`config.mk`:
```
export PLATFORM = sky130hd
export DESIGN_NAME = port_bc_override
export DESIGN_NICKNAME = d
export VERILOG_FILES = /design/src/hdl/pin_apply.v /design/src/hdl/axil_regs.v /design/src/hdl/port_bc_override.v
export VERILOG_INCLUDE_DIRS = /design/src /design/src/inc
export SDC_FILE = /design/constraint.sdc
export NUM_CORES = 1
export LEC_CHECK = 0
export ABC_CLOCK_PERIOD_IN_PS = 2340
export BUFFER_PORTS_ARGS = -buffer_cell sky130_fd_sc_hd__buf_2
export CORE_ASPECT_RATIO = 0.8
export CORE_MARGIN = 2
export CORE_UTILIZATION = 35
export CTS_CLUSTER_SIZE = 40
export DETAILED_ROUTE_END_ITERATION = 10
export PLACE_DENSITY = 0.62
export SETUP_SLACK_MARGIN = 0.2
export SLEW_MARGIN = 10
export SYNTH_ARGS = -nofsm -noshare
export SYNTH_HDL_FRONTEND = slang
export SYNTH_SLANG_ARGS = --single-unit
```
`constraint.sdc`:
```
create_clock -name aclk -period 2.34 [get_ports aclk]
set_clock_uncertainty 0.15 [all_clocks]
set_input_delay 0 -clock aclk [delete_from_list [all_inputs] [get_ports aclk]]
set_output_delay 0 -clock aclk [all_outputs]
set_load 0.02 [all_outputs]
```
`src/inc/pin_override_consts.vh`:
```
// Summary of operation
// RULE_01 - clock fuse puts divided clock on b1
// RULE_02 - divided clock also drives b1 during reset
// RULE_03 - b0 direction bit picks usart clock direction
// RULE_04 - usart clock on b0 only in sync mode
// RULE_05 - miso carries master input or slave output
// RULE_06 - mosi carries master output or slave input
// RULE_07 - spi role overrides b7..b4, b4 compare output
// RULE_08 - b3 compare value, b1 clock override
// RULE_09 - port b input enable by pin-change masks
// RULE_10 - jtag forces pull-up, direction on c5..c2
// RULE_11 - timer oscillator overrides c7 and c6
// RULE_12 - port c input enable by pin-change masks
// RULE_13 - b1 feeds timer1 count, b0 timer0 count
// RULE_14 - override enable selects override value
// RULE_15 - global pull-up disable blocks every pull-up
`ifndef PIN_OVERRIDE_CONSTS_VH
`define PIN_OVERRIDE_CONSTS_VH

// register byte offsets
`define OFS_PORTB_VALUE 8'h00
`define OFS_PORTB_DIR   8'h04
`define OFS_PORTC_VALUE 8'h08
`define OFS_PORTC_DIR   8'h0C
`define OFS_PCMASK_B    8'h10
`define OFS_PCMASK_C    8'h14
`define OFS_CONTROL     8'h18
`define OFS_PIN_STATUS  8'h1C

// control register fields
`define CTRL_PULLUP_DIS 0
`define CTRL_PCIE_B     1
`define CTRL_PCIE_C     2
`define CTRL_EXT_IRQ2_INPUT_EN    3
`define CTRL_WIDTH      4

// reset values
`define RST_BYTE        8'h00
`define RST_CTRL        4'h0
`define RST_WORD        32'h0000_0000

// answer codes
`define RESP_OKAY       2'h0
`define RESP_SLVERR     2'h2

`endif

```
`src/hdl/pin_apply.v`:
```
`timescale 1ns/10ps
`include "pin_override_consts.vh"

// resolves the override pairs of one 8-bit port against its port registers
module pin_apply (
  // port register settings
  input  wire [7:0] port_value,
  input  wire [7:0] port_direction,
  input  wire       global_pullup_disable,
  // override pairs
  input  wire [7:0] pullup_override_enable,
  input  wire [7:0] pullup_override_value,
  input  wire [7:0] direction_override_enable,
  input  wire [7:0] direction_override_value,
  input  wire [7:0] port_value_override_enable,
  input  wire [7:0] port_value_override_value,
  input  wire [7:0] input_enable_override_enable,
  input  wire [7:0] input_enable_override_value,
  // resolved pin controls
  output wire [7:0] pull_on,
  output wire [7:0] direction,
  output wire [7:0] value,
  output wire [7:0] input_enable
);
  wire [7:0] pull_allowed = {8{~global_pullup_disable}};
  wire [7:0] pu_norm = port_value & ~port_direction;

  // each field takes its override only while the matching enable is set
  assign pull_on = ((pullup_override_enable & pullup_override_value) |
                    (~pullup_override_enable & pu_norm)) & pull_allowed; // see RULE_14 see RULE_15
  assign direction = (direction_override_enable & direction_override_value) |
                     (~direction_override_enable & port_direction); // see RULE_14
  assign value = (port_value_override_enable & port_value_override_value) |
                 (~port_value_override_enable & port_value); // see RULE_14
  // without an override the digital input stays on
  assign input_enable = (input_enable_override_enable & input_enable_override_value) |
                        ~input_enable_override_enable; // see RULE_14
endmodule // pin_apply

```
`src/hdl/axil_regs.v`:
```
`timescale 1ns/10ps
`include "pin_override_consts.vh"

// axi4-lite register file: port settings, pin-change masks, control, pin status
module axil_regs (
  // clock and reset
  input  wire        aclk,
  input  wire        aresetn,
  // write channels
  input  wire [7:0]  s_axi_awaddr,
  input  wire        s_axi_awvalid,
  output reg         s_axi_awready,
  input  wire [31:0] s_axi_wdata,
  input  wire [3:0]  s_axi_wstrb,
  input  wire        s_axi_wvalid,
  output reg         s_axi_wready,
  output reg  [1:0]  s_axi_bresp,
  output reg         s_axi_bvalid,
  input  wire        s_axi_bready,
  // read channels
  input  wire [7:0]  s_axi_araddr,
  input  wire        s_axi_arvalid,
  output reg         s_axi_arready,
  output reg  [31:0] s_axi_rdata,
  output reg  [1:0]  s_axi_rresp,
  output reg         s_axi_rvalid,
  input  wire        s_axi_rready,
  // register contents and status
  output reg  [7:0]  portb_value,
  output reg  [7:0]  portb_direction,
  output reg  [7:0]  portc_value,
  output reg  [7:0]  portc_direction,
  output reg  [7:0]  pcmask_b,
  output reg  [7:0]  pcmask_c,
  output reg  [`CTRL_WIDTH-1:0] control,
  input  wire [15:0] pin_status
);
  reg  [7:0]  aw_addr;
  reg         aw_held;
  reg  [7:0]  w_data;
  reg         w_lane0;
  reg         w_held;
  wire        aw_take = s_axi_awvalid & s_axi_awready;
  wire        w_take  = s_axi_wvalid & s_axi_wready;
  wire        do_write = aw_held & w_held & ~s_axi_bvalid;

  // writable registers are at most byte wide, so only lane 0 carries data
  function [7:0] merge;
    input [7:0] old;
    input [7:0] data;
    input       lane;
    begin
      merge = lane ? data : old;
    end
  endfunction

  // address and data are latched independently, in either order
  always @(posedge aclk) begin
    if (!aresetn) begin
      aw_held       <= 1'b0;
      w_held        <= 1'b0;
      aw_addr       <= `RST_BYTE;
      w_data        <= `RST_BYTE;
      w_lane0       <= 1'b0;
      s_axi_awready <= 1'b0;
      s_axi_wready  <= 1'b0;
      s_axi_bvalid  <= 1'b0;
      s_axi_bresp   <= `RESP_OKAY;
    end else begin
      s_axi_awready <= ~aw_held & ~aw_take & ~s_axi_bvalid & ~do_write;
      s_axi_wready  <= ~w_held & ~w_take & ~s_axi_bvalid & ~do_write;
      if (aw_take) begin
        aw_held <= 1'b1;
        aw_addr <= s_axi_awaddr;
      end
      if (w_take) begin
        w_held  <= 1'b1;
        w_data  <= s_axi_wdata[7:0];
        w_lane0 <= s_axi_wstrb[0];
      end
      if (do_write) begin
        aw_held      <= 1'b0;
        w_held       <= 1'b0;
        s_axi_bvalid <= 1'b1;
        s_axi_bresp  <= (aw_addr <= `OFS_CONTROL && aw_addr[1:0] == 2'b00) ?
                        `RESP_OKAY : `RESP_SLVERR;
      end else if (s_axi_bvalid && s_axi_bready) begin
        s_axi_bvalid <= 1'b0;
      end
    end
  end

  // register storage; status word is read only
  always @(posedge aclk) begin
    if (!aresetn) begin
      portb_value     <= `RST_BYTE;
      portb_direction <= `RST_BYTE;
      portc_value     <= `RST_BYTE;
      portc_direction <= `RST_BYTE;
      pcmask_b        <= `RST_BYTE;
      pcmask_c        <= `RST_BYTE;
      control         <= `RST_CTRL;
    end else if (do_write) begin
      case (aw_addr)
        `OFS_PORTB_VALUE: portb_value     <= merge(portb_value, w_data, w_lane0);
        `OFS_PORTB_DIR:   portb_direction <= merge(portb_direction, w_data, w_lane0);
        `OFS_PORTC_VALUE: portc_value     <= merge(portc_value, w_data, w_lane0);
        `OFS_PORTC_DIR:   portc_direction <= merge(portc_direction, w_data, w_lane0);
        `OFS_PCMASK_B:    pcmask_b        <= merge(pcmask_b, w_data, w_lane0);
        `OFS_PCMASK_C:    pcmask_c        <= merge(pcmask_c, w_data, w_lane0);
        `OFS_CONTROL: begin
          if (w_lane0) begin
            control <= w_data[`CTRL_WIDTH-1:0];
          end
        end
        default: begin
        end
      endcase
    end
  end

  // reads answer one cycle after the address is taken
  always @(posedge aclk) begin
    if (!aresetn) begin
      s_axi_arready <= 1'b0;
      s_axi_rvalid  <= 1'b0;
      s_axi_rdata   <= `RST_WORD;
      s_axi_rresp   <= `RESP_OKAY;
    end else begin
      s_axi_arready <= ~s_axi_rvalid & ~(s_axi_arvalid & s_axi_arready);
      if (s_axi_arvalid && s_axi_arready) begin
        s_axi_rvalid <= 1'b1;
        s_axi_rresp  <= `RESP_OKAY;
        case (s_axi_araddr)
          `OFS_PORTB_VALUE: s_axi_rdata <= {24'h00_0000, portb_value};
          `OFS_PORTB_DIR:   s_axi_rdata <= {24'h00_0000, portb_direction};
          `OFS_PORTC_VALUE: s_axi_rdata <= {24'h00_0000, portc_value};
          `OFS_PORTC_DIR:   s_axi_rdata <= {24'h00_0000, portc_direction};
          `OFS_PCMASK_B:    s_axi_rdata <= {24'h00_0000, pcmask_b};
          `OFS_PCMASK_C:    s_axi_rdata <= {24'h00_0000, pcmask_c};
          `OFS_CONTROL:     s_axi_rdata <= {28'h000_0000, control};
          `OFS_PIN_STATUS:  s_axi_rdata <= {16'h0000, pin_status};
          default: begin
            s_axi_rdata <= `RST_WORD;
            s_axi_rresp <= `RESP_SLVERR;
          end
        endcase
      end else if (s_axi_rvalid && s_axi_rready) begin
        s_axi_rvalid <= 1'b0;
      end
    end
  end
endmodule // axil_regs

```
`src/hdl/port_bc_override.v`:
```
// Our own choices: the AXI4-Lite register port and the register offsets.
`timescale 1ns/10ps
`include "pin_override_consts.vh"

// alternate-function override for port b and the upper port c pins
module port_bc_override (
  // clock and reset
  input  wire        aclk,
  input  wire        aresetn,
  // axi4-lite register bus
  input  wire [7:0]  s_axi_awaddr,
  input  wire        s_axi_awvalid,
  output wire        s_axi_awready,
  input  wire [31:0] s_axi_wdata,
  input  wire [3:0]  s_axi_wstrb,
  input  wire        s_axi_wvalid,
  output wire        s_axi_wready,
  output wire [1:0]  s_axi_bresp,
  output wire        s_axi_bvalid,
  input  wire        s_axi_bready,
  input  wire [7:0]  s_axi_araddr,
  input  wire        s_axi_arvalid,
  output wire        s_axi_arready,
  output wire [31:0] s_axi_rdata,
  output wire [1:0]  s_axi_rresp,
  output wire        s_axi_rvalid,
  input  wire        s_axi_rready,
  // clock and fuse
  input  wire        clock_out_fuse,
  input  wire        divided_sysclk_out,
  // serial peripheral
  input  wire        spi_enable,
  input  wire        spi_master_select,
  input  wire        spi_sck_out,
  input  wire        spi_slave_data_out,
  input  wire        spi_master_data_out,
  output reg         spi_sck_in,
  output reg         spi_master_data_in,
  output reg         spi_slave_data_in,
  output reg         spi_slave_select_n,
  // timers
  input  wire        timer0_compare_a_out,
  input  wire        timer0_compare_a_enable,
  input  wire        timer0_compare_b_out,
  input  wire        timer0_compare_b_enable,
  output reg         timer0_count_input,
  output reg         timer1_count_input,
  input  wire        async_timer2_select,
  input  wire        ext_clock_select,
  // usart0
  input  wire        usart0_sync_mode,
  input  wire        usart0_clock_out,
  output reg         usart0_sync_clock,
  // jtag
  input  wire        jtag_port_enable,
  input  wire        tap_instr_shift_state,
  input  wire        tap_data_shift_state,
  input  wire        tap_data_out,
  output reg         tap_data_in,
  output reg         tap_mode_in,
  output reg         tap_clock_in,
  // interrupt inputs
  output reg         ext_irq2_input,
  output reg  [7:0]  pin_change_b,
  output reg  [7:0]  pin_change_c,
  // port b pins
  input  wire [7:0]  portb_pin_in,
  output reg  [7:0]  portb_pin_out,
  output reg  [7:0]  portb_pin_oe,
  output reg  [7:0]  portb_pullup,
  // port c pins
  input  wire [7:0]  portc_pin_in,
  output reg  [7:0]  portc_pin_out,
  output reg  [7:0]  portc_pin_oe,
  output reg  [7:0]  portc_pullup
);

  //////////////////////////////////////////////////////////////////////////////
  // register file
  wire [7:0] portb_value;
  wire [7:0] portb_direction;
  wire [7:0] portc_value;
  wire [7:0] portc_direction;
  wire [7:0] pcmask_b;
  wire [7:0] pcmask_c;
  wire [`CTRL_WIDTH-1:0] control;
  reg  [7:0] pb_meta;
  reg  [7:0] pb_sync;
  reg  [7:0] pc_meta;
  reg  [7:0] pc_sync;

  axil_regs u_regs (
    .aclk            (aclk),
    .aresetn         (aresetn),
    .s_axi_awaddr    (s_axi_awaddr),
    .s_axi_awvalid   (s_axi_awvalid),
    .s_axi_awready   (s_axi_awready),
    .s_axi_wdata     (s_axi_wdata),
    .s_axi_wstrb     (s_axi_wstrb),
    .s_axi_wvalid    (s_axi_wvalid),
    .s_axi_wready    (s_axi_wready),
    .s_axi_bresp     (s_axi_bresp),
    .s_axi_bvalid    (s_axi_bvalid),
    .s_axi_bready    (s_axi_bready),
    .s_axi_araddr    (s_axi_araddr),
    .s_axi_arvalid   (s_axi_arvalid),
    .s_axi_arready   (s_axi_arready),
    .s_axi_rdata     (s_axi_rdata),
    .s_axi_rresp     (s_axi_rresp),
    .s_axi_rvalid    (s_axi_rvalid),
    .s_axi_rready    (s_axi_rready),
    .portb_value     (portb_value),
    .portb_direction (portb_direction),
    .portc_value     (portc_value),
    .portc_direction (portc_direction),
    .pcmask_b        (pcmask_b),
    .pcmask_c        (pcmask_c),
    .control         (control),
    .pin_status      ({pc_sync, pb_sync})
  );

  wire global_pullup_disable     = control[`CTRL_PULLUP_DIS];
  wire pin_change_group_b_enable = control[`CTRL_PCIE_B];
  wire pin_change_group_c_enable = control[`CTRL_PCIE_C];
  wire ext_irq2_enable           = control[`CTRL_EXT_IRQ2_INPUT_EN];

  //////////////////////////////////////////////////////////////////////////////
  // port b override terms
  wire spi_slave  = spi_enable & ~spi_master_select;
  wire spi_master = spi_enable & spi_master_select;
  wire xck_active = usart0_sync_mode;
  wire [7:0] pc_b = pcmask_b & {8{pin_change_group_b_enable}};
  reg  [7:0] b_pu_en;
  reg  [7:0] b_dd_en;
  reg  [7:0] b_dd_val;
  reg  [7:0] b_pv_en;
  reg  [7:0] b_pv_val;
  reg  [7:0] b_ie_en;

  // spi forces inputs by role; the other pins go to timers, clocks and the b2 interrupt
  always @* begin
    b_pu_en  = {spi_slave, spi_master, spi_slave, spi_slave, 4'h0}; // see RULE_07
    b_dd_en  = b_pu_en;
    b_dd_val = 8'h00; // see RULE_07
    b_pv_en  = {spi_master, spi_slave, spi_master,
                timer0_compare_b_enable, timer0_compare_a_enable,
                1'b0, clock_out_fuse, 1'b0}; // see RULE_07 see RULE_08
    b_pv_val = {spi_sck_out, spi_slave_data_out, spi_master_data_out,
                timer0_compare_b_out, timer0_compare_a_out,
                1'b0, divided_sysclk_out, 1'b0}; // see RULE_05 see RULE_06
    // the fuse beats any port setting on bit 1
    b_dd_en[1]  = clock_out_fuse; // see RULE_01 see RULE_08
    b_dd_val[1] = clock_out_fuse;
    // sync usart clock drives bit 0 only when its direction bit says output
    b_pv_en[0]  = xck_active & portb_direction[0]; // see RULE_03 see RULE_04
    b_pv_val[0] = usart0_clock_out;
    b_ie_en     = pc_b;
    b_ie_en[2]  = pc_b[2] | ext_irq2_enable; // see RULE_09
  end

  wire [7:0] b_pull;
  wire [7:0] b_dir;
  wire [7:0] b_val;
  wire [7:0] b_die;

  pin_apply u_port_b (
    .port_value                   (portb_value),
    .port_direction               (portb_direction),
    .global_pullup_disable        (global_pullup_disable),
    .pullup_override_enable       (b_pu_en),
    .pullup_override_value        (portb_value), // see RULE_15
    .direction_override_enable    (b_dd_en),
    .direction_override_value     (b_dd_val),
    .port_value_override_enable   (b_pv_en),
    .port_value_override_value    (b_pv_val),
    .input_enable_override_enable (b_ie_en),
    .input_enable_override_value  (8'hFF), // see RULE_09
    .pull_on                      (b_pull),
    .direction                    (b_dir),
    .value                        (b_val),
    .input_enable                 (b_die)
  );

  //////////////////////////////////////////////////////////////////////////////
  // port c override terms
  wire osc_c7 = async_timer2_select & ext_clock_select;
  wire [7:0] pc_c = pcmask_c & {8{pin_change_group_c_enable}};
  reg  [7:0] c_pu_en;
  reg  [7:0] c_dd_val;
  reg  [7:0] c_pv_en;
  reg  [7:0] c_pv_val;
  reg  [7:0] c_ie_en;
  reg  [7:0] c_ie_val;

  // two-wire pins c1..c0 are not handled here and keep plain port behaviour
  always @* begin
    c_pu_en = {osc_c7, async_timer2_select, {4{jtag_port_enable}}, 2'b00}; // see RULE_10
    c_dd_val = 8'h00; // see RULE_11
    c_dd_val[4] = tap_instr_shift_state | tap_data_shift_state; // see RULE_10
    c_pv_en = {3'b000, jtag_port_enable, 4'h0};
    c_pv_val = {3'b000, tap_data_out, 4'h0};
    c_ie_en = c_pu_en | pc_c; // see RULE_11 see RULE_12
    // a masked-in pin-change source always keeps its input alive
    c_ie_val = {async_timer2_select, ext_clock_select | async_timer2_select,
                {4{jtag_port_enable}}, 2'b11} | pc_c; // see RULE_12
  end

  // pull-up value: 1 under jtag, 0 under oscillator, port bit elsewhere
  wire [7:0] c_pu_val = {2'b00, 4'hF, portc_value[1:0]}; // see RULE_10 see RULE_11

  wire [7:0] c_pull;
  wire [7:0] c_dir;
  wire [7:0] c_val;
  wire [7:0] c_die;

  pin_apply u_port_c (
    .port_value                   (portc_value),
    .port_direction               (portc_direction),
    .global_pullup_disable        (global_pullup_disable),
    .pullup_override_enable       (c_pu_en),
    .pullup_override_value        (c_pu_val),
    .direction_override_enable    (c_pu_en),
    .direction_override_value     (c_dd_val),
    .port_value_override_enable   (c_pv_en),
    .port_value_override_value    (c_pv_val),
    .input_enable_override_enable (c_ie_en),
    .input_enable_override_value  (c_ie_val),
    .pull_on                      (c_pull),
    .direction                    (c_dir),
    .value                        (c_val),
    .input_enable                 (c_die)
  );

  //////////////////////////////////////////////////////////////////////////////
  // pin drive registers
  // reset keeps the divided clock on bit 1 when the fuse asks for it
  always @(posedge aclk) begin
    if (!aresetn) begin
      portb_pin_out <= {6'h00, clock_out_fuse & divided_sysclk_out, 1'b0}; // see RULE_02
      portb_pin_oe  <= {6'h00, clock_out_fuse, 1'b0}; // see RULE_02
      portb_pullup  <= `RST_BYTE;
      portc_pin_out <= `RST_BYTE;
      portc_pin_oe  <= `RST_BYTE;
      portc_pullup  <= `RST_BYTE;
    end else begin
      portb_pin_out <= b_val;
      portb_pin_oe  <= b_dir;
      portb_pullup  <= b_pull & ~b_dir;
      portc_pin_out <= c_val;
      portc_pin_oe  <= c_dir;
      portc_pullup  <= c_pull & ~c_dir;
    end
  end

  //////////////////////////////////////////////////////////////////////////////
  // pin inputs: two flops before anything looks at them
  always @(posedge aclk) begin
    if (!aresetn) begin
      pb_meta <= `RST_BYTE;
      pb_sync <= `RST_BYTE;
      pc_meta <= `RST_BYTE;
      pc_sync <= `RST_BYTE;
    end else begin
      pb_meta <= portb_pin_in;
      pb_sync <= pb_meta;
      pc_meta <= portc_pin_in;
      pc_sync <= pc_meta;
    end
  end

  wire [7:0] b_in = pb_sync & b_die;
  wire [7:0] c_in = pc_sync & c_die;

  // gated inputs to the peripherals; slave select idles high
  always @(posedge aclk) begin
    if (!aresetn) begin
      spi_sck_in         <= 1'b0;
      spi_master_data_in <= 1'b0;
      spi_slave_data_in  <= 1'b0;
      spi_slave_select_n <= 1'b1;
      ext_irq2_input     <= 1'b0;
      timer1_count_input <= 1'b0;
      timer0_count_input <= 1'b0;
      usart0_sync_clock  <= 1'b0;
      tap_data_in        <= 1'b0;
      tap_mode_in        <= 1'b0;
      tap_clock_in       <= 1'b0;
      pin_change_b       <= `RST_BYTE;
      pin_change_c       <= `RST_BYTE;
    end else begin
      spi_sck_in         <= b_in[7];
      spi_master_data_in <= b_in[6]; // see RULE_05
      spi_slave_data_in  <= b_in[5]; // see RULE_06
      spi_slave_select_n <= b_in[4] | ~spi_slave;
      ext_irq2_input     <= b_in[2];
      timer1_count_input <= b_in[1]; // see RULE_13
      timer0_count_input <= b_in[0]; // see RULE_13
      // an input clock only while in sync mode with bit 0 as input
      usart0_sync_clock  <= b_in[0] & xck_active & ~portb_direction[0]; // see RULE_03 see RULE_04
      tap_data_in        <= c_in[5] & jtag_port_enable;
      tap_mode_in        <= c_in[3] & jtag_port_enable;
      tap_clock_in       <= c_in[2] & jtag_port_enable;
      pin_change_b       <= b_in & pcmask_b;
      pin_change_c       <= c_in & pcmask_c; // see RULE_12
    end
  end
endmodule // port_bc_override

```
==> summary.md <==
| Metric | Value |
|---|---|
| Max cap viols | 0 |
| Max reg flops | 16 |
| Drt via density | 4.55 |
| Drt pass-1 iters | 5 |
| Largest net degree at the start of global routing | 167 |
| Final core utilization | 48.9% |
| Register area | 4020 um^2 |
| Worst Path Required | 2600 ps |
| Global-route wire length before repair | 28600 um |
| Vias in the first global route | 5146 |
| RSZ-0062 raised after global routing | yes |
| Synthesis-to-layout area growth | 37.3% |
| Min Hold Slack | -5.31 ps |
| Dpl cells | 1079 |
| Max FO, Critical Path | 8 |
| Synth Area in XOR/XNOR | 0% |
| TritonCTS Sinks | 201 |
| Post-synthesis mux area share | 12.8% |
| CTS tree | built |
| Port bufs | 164 |
| CP Launch Type | flip-flop |
| Wirelength, routed | 19100 um |
| Final Non-Filler Cells | 1205 |
| Worst-path clk slew | 60 ps |
| Leak pwr | 4.43 nW |
| Number of enable flip-flop cells after synthesis | 0 |
| Max Fclk | 473 MHz |
| Worst path max stage delay | 540 ps |
| Most used flip-flop cell after synthesis | dfxtp_1 |
| Post-synthesis instance total | 677 |
| Worst Path Buf+Inv | 0 |
| Initial antenna violation count | 2 |
| Final setup vio count | 0 |
| DRT iter0 DRCs | 238 |
| Most flop-heavy register | u_regs.s_axi_rdata |
| Fill count | 1871 |
| Clock tree root driver cell | clkbuf_16 |
| Max-slew violation count | 0 |
| Register area share after synthesis | 57.3% |
| Min-Delay Endpoint | u_regs.s_axi_rvalid |
| Final ANT Viol Nets | 0 |
| Synth area leaders | dfxtp_1 (57%), mux2i_1 (10%), nand2_1 (6.4%), and2_1 (3.9%), mux4_2 (2.6%) |
| Residual DRC | 0 |
| Grt total ovfl | 0 |
| Origin of the worst min-delay path | aresetn |
| CP arrival | 2380 ps |
| FF+latch count, synth | 201 |
| VDD IR max | 401 uV |
| Starting Density | 35.6% |
| Die X | 162 um |
| N_diodes | 0 |
| Syn. warnings | 0 |
| Status | finished with violations |
| Wire per inst | 15.9 um |
| Final hold vios | 1 |
| FP Rows | 46 |
| I/O Pins | 210 |
| Die area | 21200 um^2 |
| Final HPWL DP | 12800 um |
| Synthesized cell area | 7030 um^2 |
| Async SR Flop Fraction | 0% |
| CP Capture Type | flip-flop |
| Setup_tns | 0 ps |
| Worst r2r src | u_regs.aw_addr[0] |
| Leading area contributor after synthesis | dfxtp_1 |
| Area fraction in compound gates after synthesis | 5.95% |
| Inserted Clock Buffers | 21 |
| Pwr dens | 753 nW/um^2 |
| Worst Hold Class | in -> reg |
| Crit path cell chain | or4_4, or3b_4, and2b_4, mux2i_1 |
| Worst skew pair latency | 500 ps |
| CP Class | reg -> reg |
| # nets final | 1022 |
| Final worst path period share | 90.3% |
| Slowest CP cell | or4_4 |
| CTS H-tree lvls | 1 |
| Main combinational cell family by area after synthesis | simple AND/OR/NAND/NOR gates |
| Synth Area in Adders | 0% |
| Slew margin rel. | 53.6% |
| Synth cell types | 40 |
| Core area | 19700 um^2 |
| Die Span Y | 131 um |
| Yosys top cell area share | 57.3% |
| Failing checks | hold timing |
| FF-to-FF path depth | 4 |
| CTS Buffer Depth | 3 |
| GRT Total Usage | 17.5% |
| RR Endpoint | u_regs.portc_direction[7] |
| DR vias | 5483 |
| Multi-input gate area | 2740 um^2 |
| Average size of a mapped cell | 10.4 um^2 |
| Post-Synth Simple-Gate Area | 19.1% |
| Share of layout cells above drive strength 1 | 23.1% |
| Final Wtd Congestion | 0.790 |
| Final min period | 2110 ps |
| Slew @ Worst Pin | 697 ps |
| Hold depth | 3 |
| Crit path max-delay family | simple AND/OR/NAND/NOR gates |
| Reg2Reg Setup Slack | 230 ps |
==> area by class of cell <==
cell class,count,area share (%)
clock buffer,32,6.19
clock inverter,4,0.765
inverter,18,0.700
multi-input combinational,422,28.4
sequential,201,41.7
tap,264,3.42
timing repair buffer,264,18.8
==> stage by stage <==
stage               worst slack [ps]  power [mW]  area (um^2)
floorplan                        236        3.83         7090
global placement                 219        3.95         8060
detailed placement               185        3.95         8060
CTS                              232        7.34         9630
global route                     158        7.52         9650
finish                           227        7.26         9650
==> per-layer routing <==
metal / vias to the layer above / GRT usage [%] / part of all wire [%]
met4: 2 / 3.44 / 1.4
met3: 28 / 4.20 / 7.3
met1: 2540 / 24.2 / 46
met5: - / 0 / 0.068
met2: 177 / 28.4 / 45
li1: 2736 / - / -
==> tightest hold or removal path: cells and delay by family <==
kind            cells  cell delay (ps)
compound gates      1              200
buf+inv             2              380
==> timing repair <==
item | in CTS | in global routing
gates resized for setup | 1 | 3
endpoints found under the setup margin | 8 | 12
hold buffers | 90 | 0
setup buffers | 0 | 0
endpoints found under the hold margin | 80 | 0
==> synthesized netlist by cell type (4+ instances only) <==
library cell / number
a21oi_1: 10
nor3_1: 7
and3_1: 23
and2_1: 44
a21boi_0: 21
mux4_2: 8
o22ai_1: 4
dfxtp_1: 201
nand3_1: 6
nor2b_1: 17
nand2_1: 119
nor2_1: 16
nor3b_1: 7
clkbuf_1: 33
a22oi_1: 9
mux2i_1: 72
inv_1: 18
a311oi_1: 4
o21ai_0: 12
buf_4: 18
nand2b_1: 5
==> cell families after synthesis <==
| kind of cell | count (synthesis) |
|---|---|
| other cells | 1 |
| flops | 201 |
| mux | 80 |
| compound gates | 63 |
| buf+inv | 71 |
| simple gates | 261 |
==> worst max-delay path by stage <==
stage / start / end / slack (ps) / depth (start not counted)
floorplan: u_regs.aw_addr[0] / u_regs.portc_value[0] / 240 / 4
global placement: u_regs.aw_addr[0] / u_regs.portc_direction[3] / 220 / 4
detailed placement: u_regs.aw_addr[0] / u_regs.portc_direction[1] / 180 / 4
CTS: u_regs.aw_addr[0] / u_regs.portc_direction[7] / 230 / 4
global route: u_regs.aw_addr[0] / u_regs.portc_direction[7] / 160 / 4
finish: u_regs.aw_addr[0] / u_regs.portc_direction[7] / 230 / 4
==> layout by cell type, fill, tap and decap left out, drive strengths merged, types with 2 or more instances in the layout <==
cell,count
a21boi,21
a21oi,10
a22oi,9
a311oi,4
and2,44
and3,23
and3b,2
buf,174
bufinv,2
clkbuf,32
conb,18
dfxtp,201
dlygate4sd3,89
inv,19
mux2i,72
mux4,8
nand2,119
nand2b,5
nand3,6
nor2,16
nor2b,17
nor3,7
nor3b,7
nor4,3
nor4b,2
o21ai,12
o22ai,4
or3b,2
==> power breakdown <==
group / internal [mW] / switching [mW]
sequential: 3.49 / 0.0364
combinational: 0.219 / 0.244
clock: 1.97 / 1.30
Power figures use the tool's default switching activity.
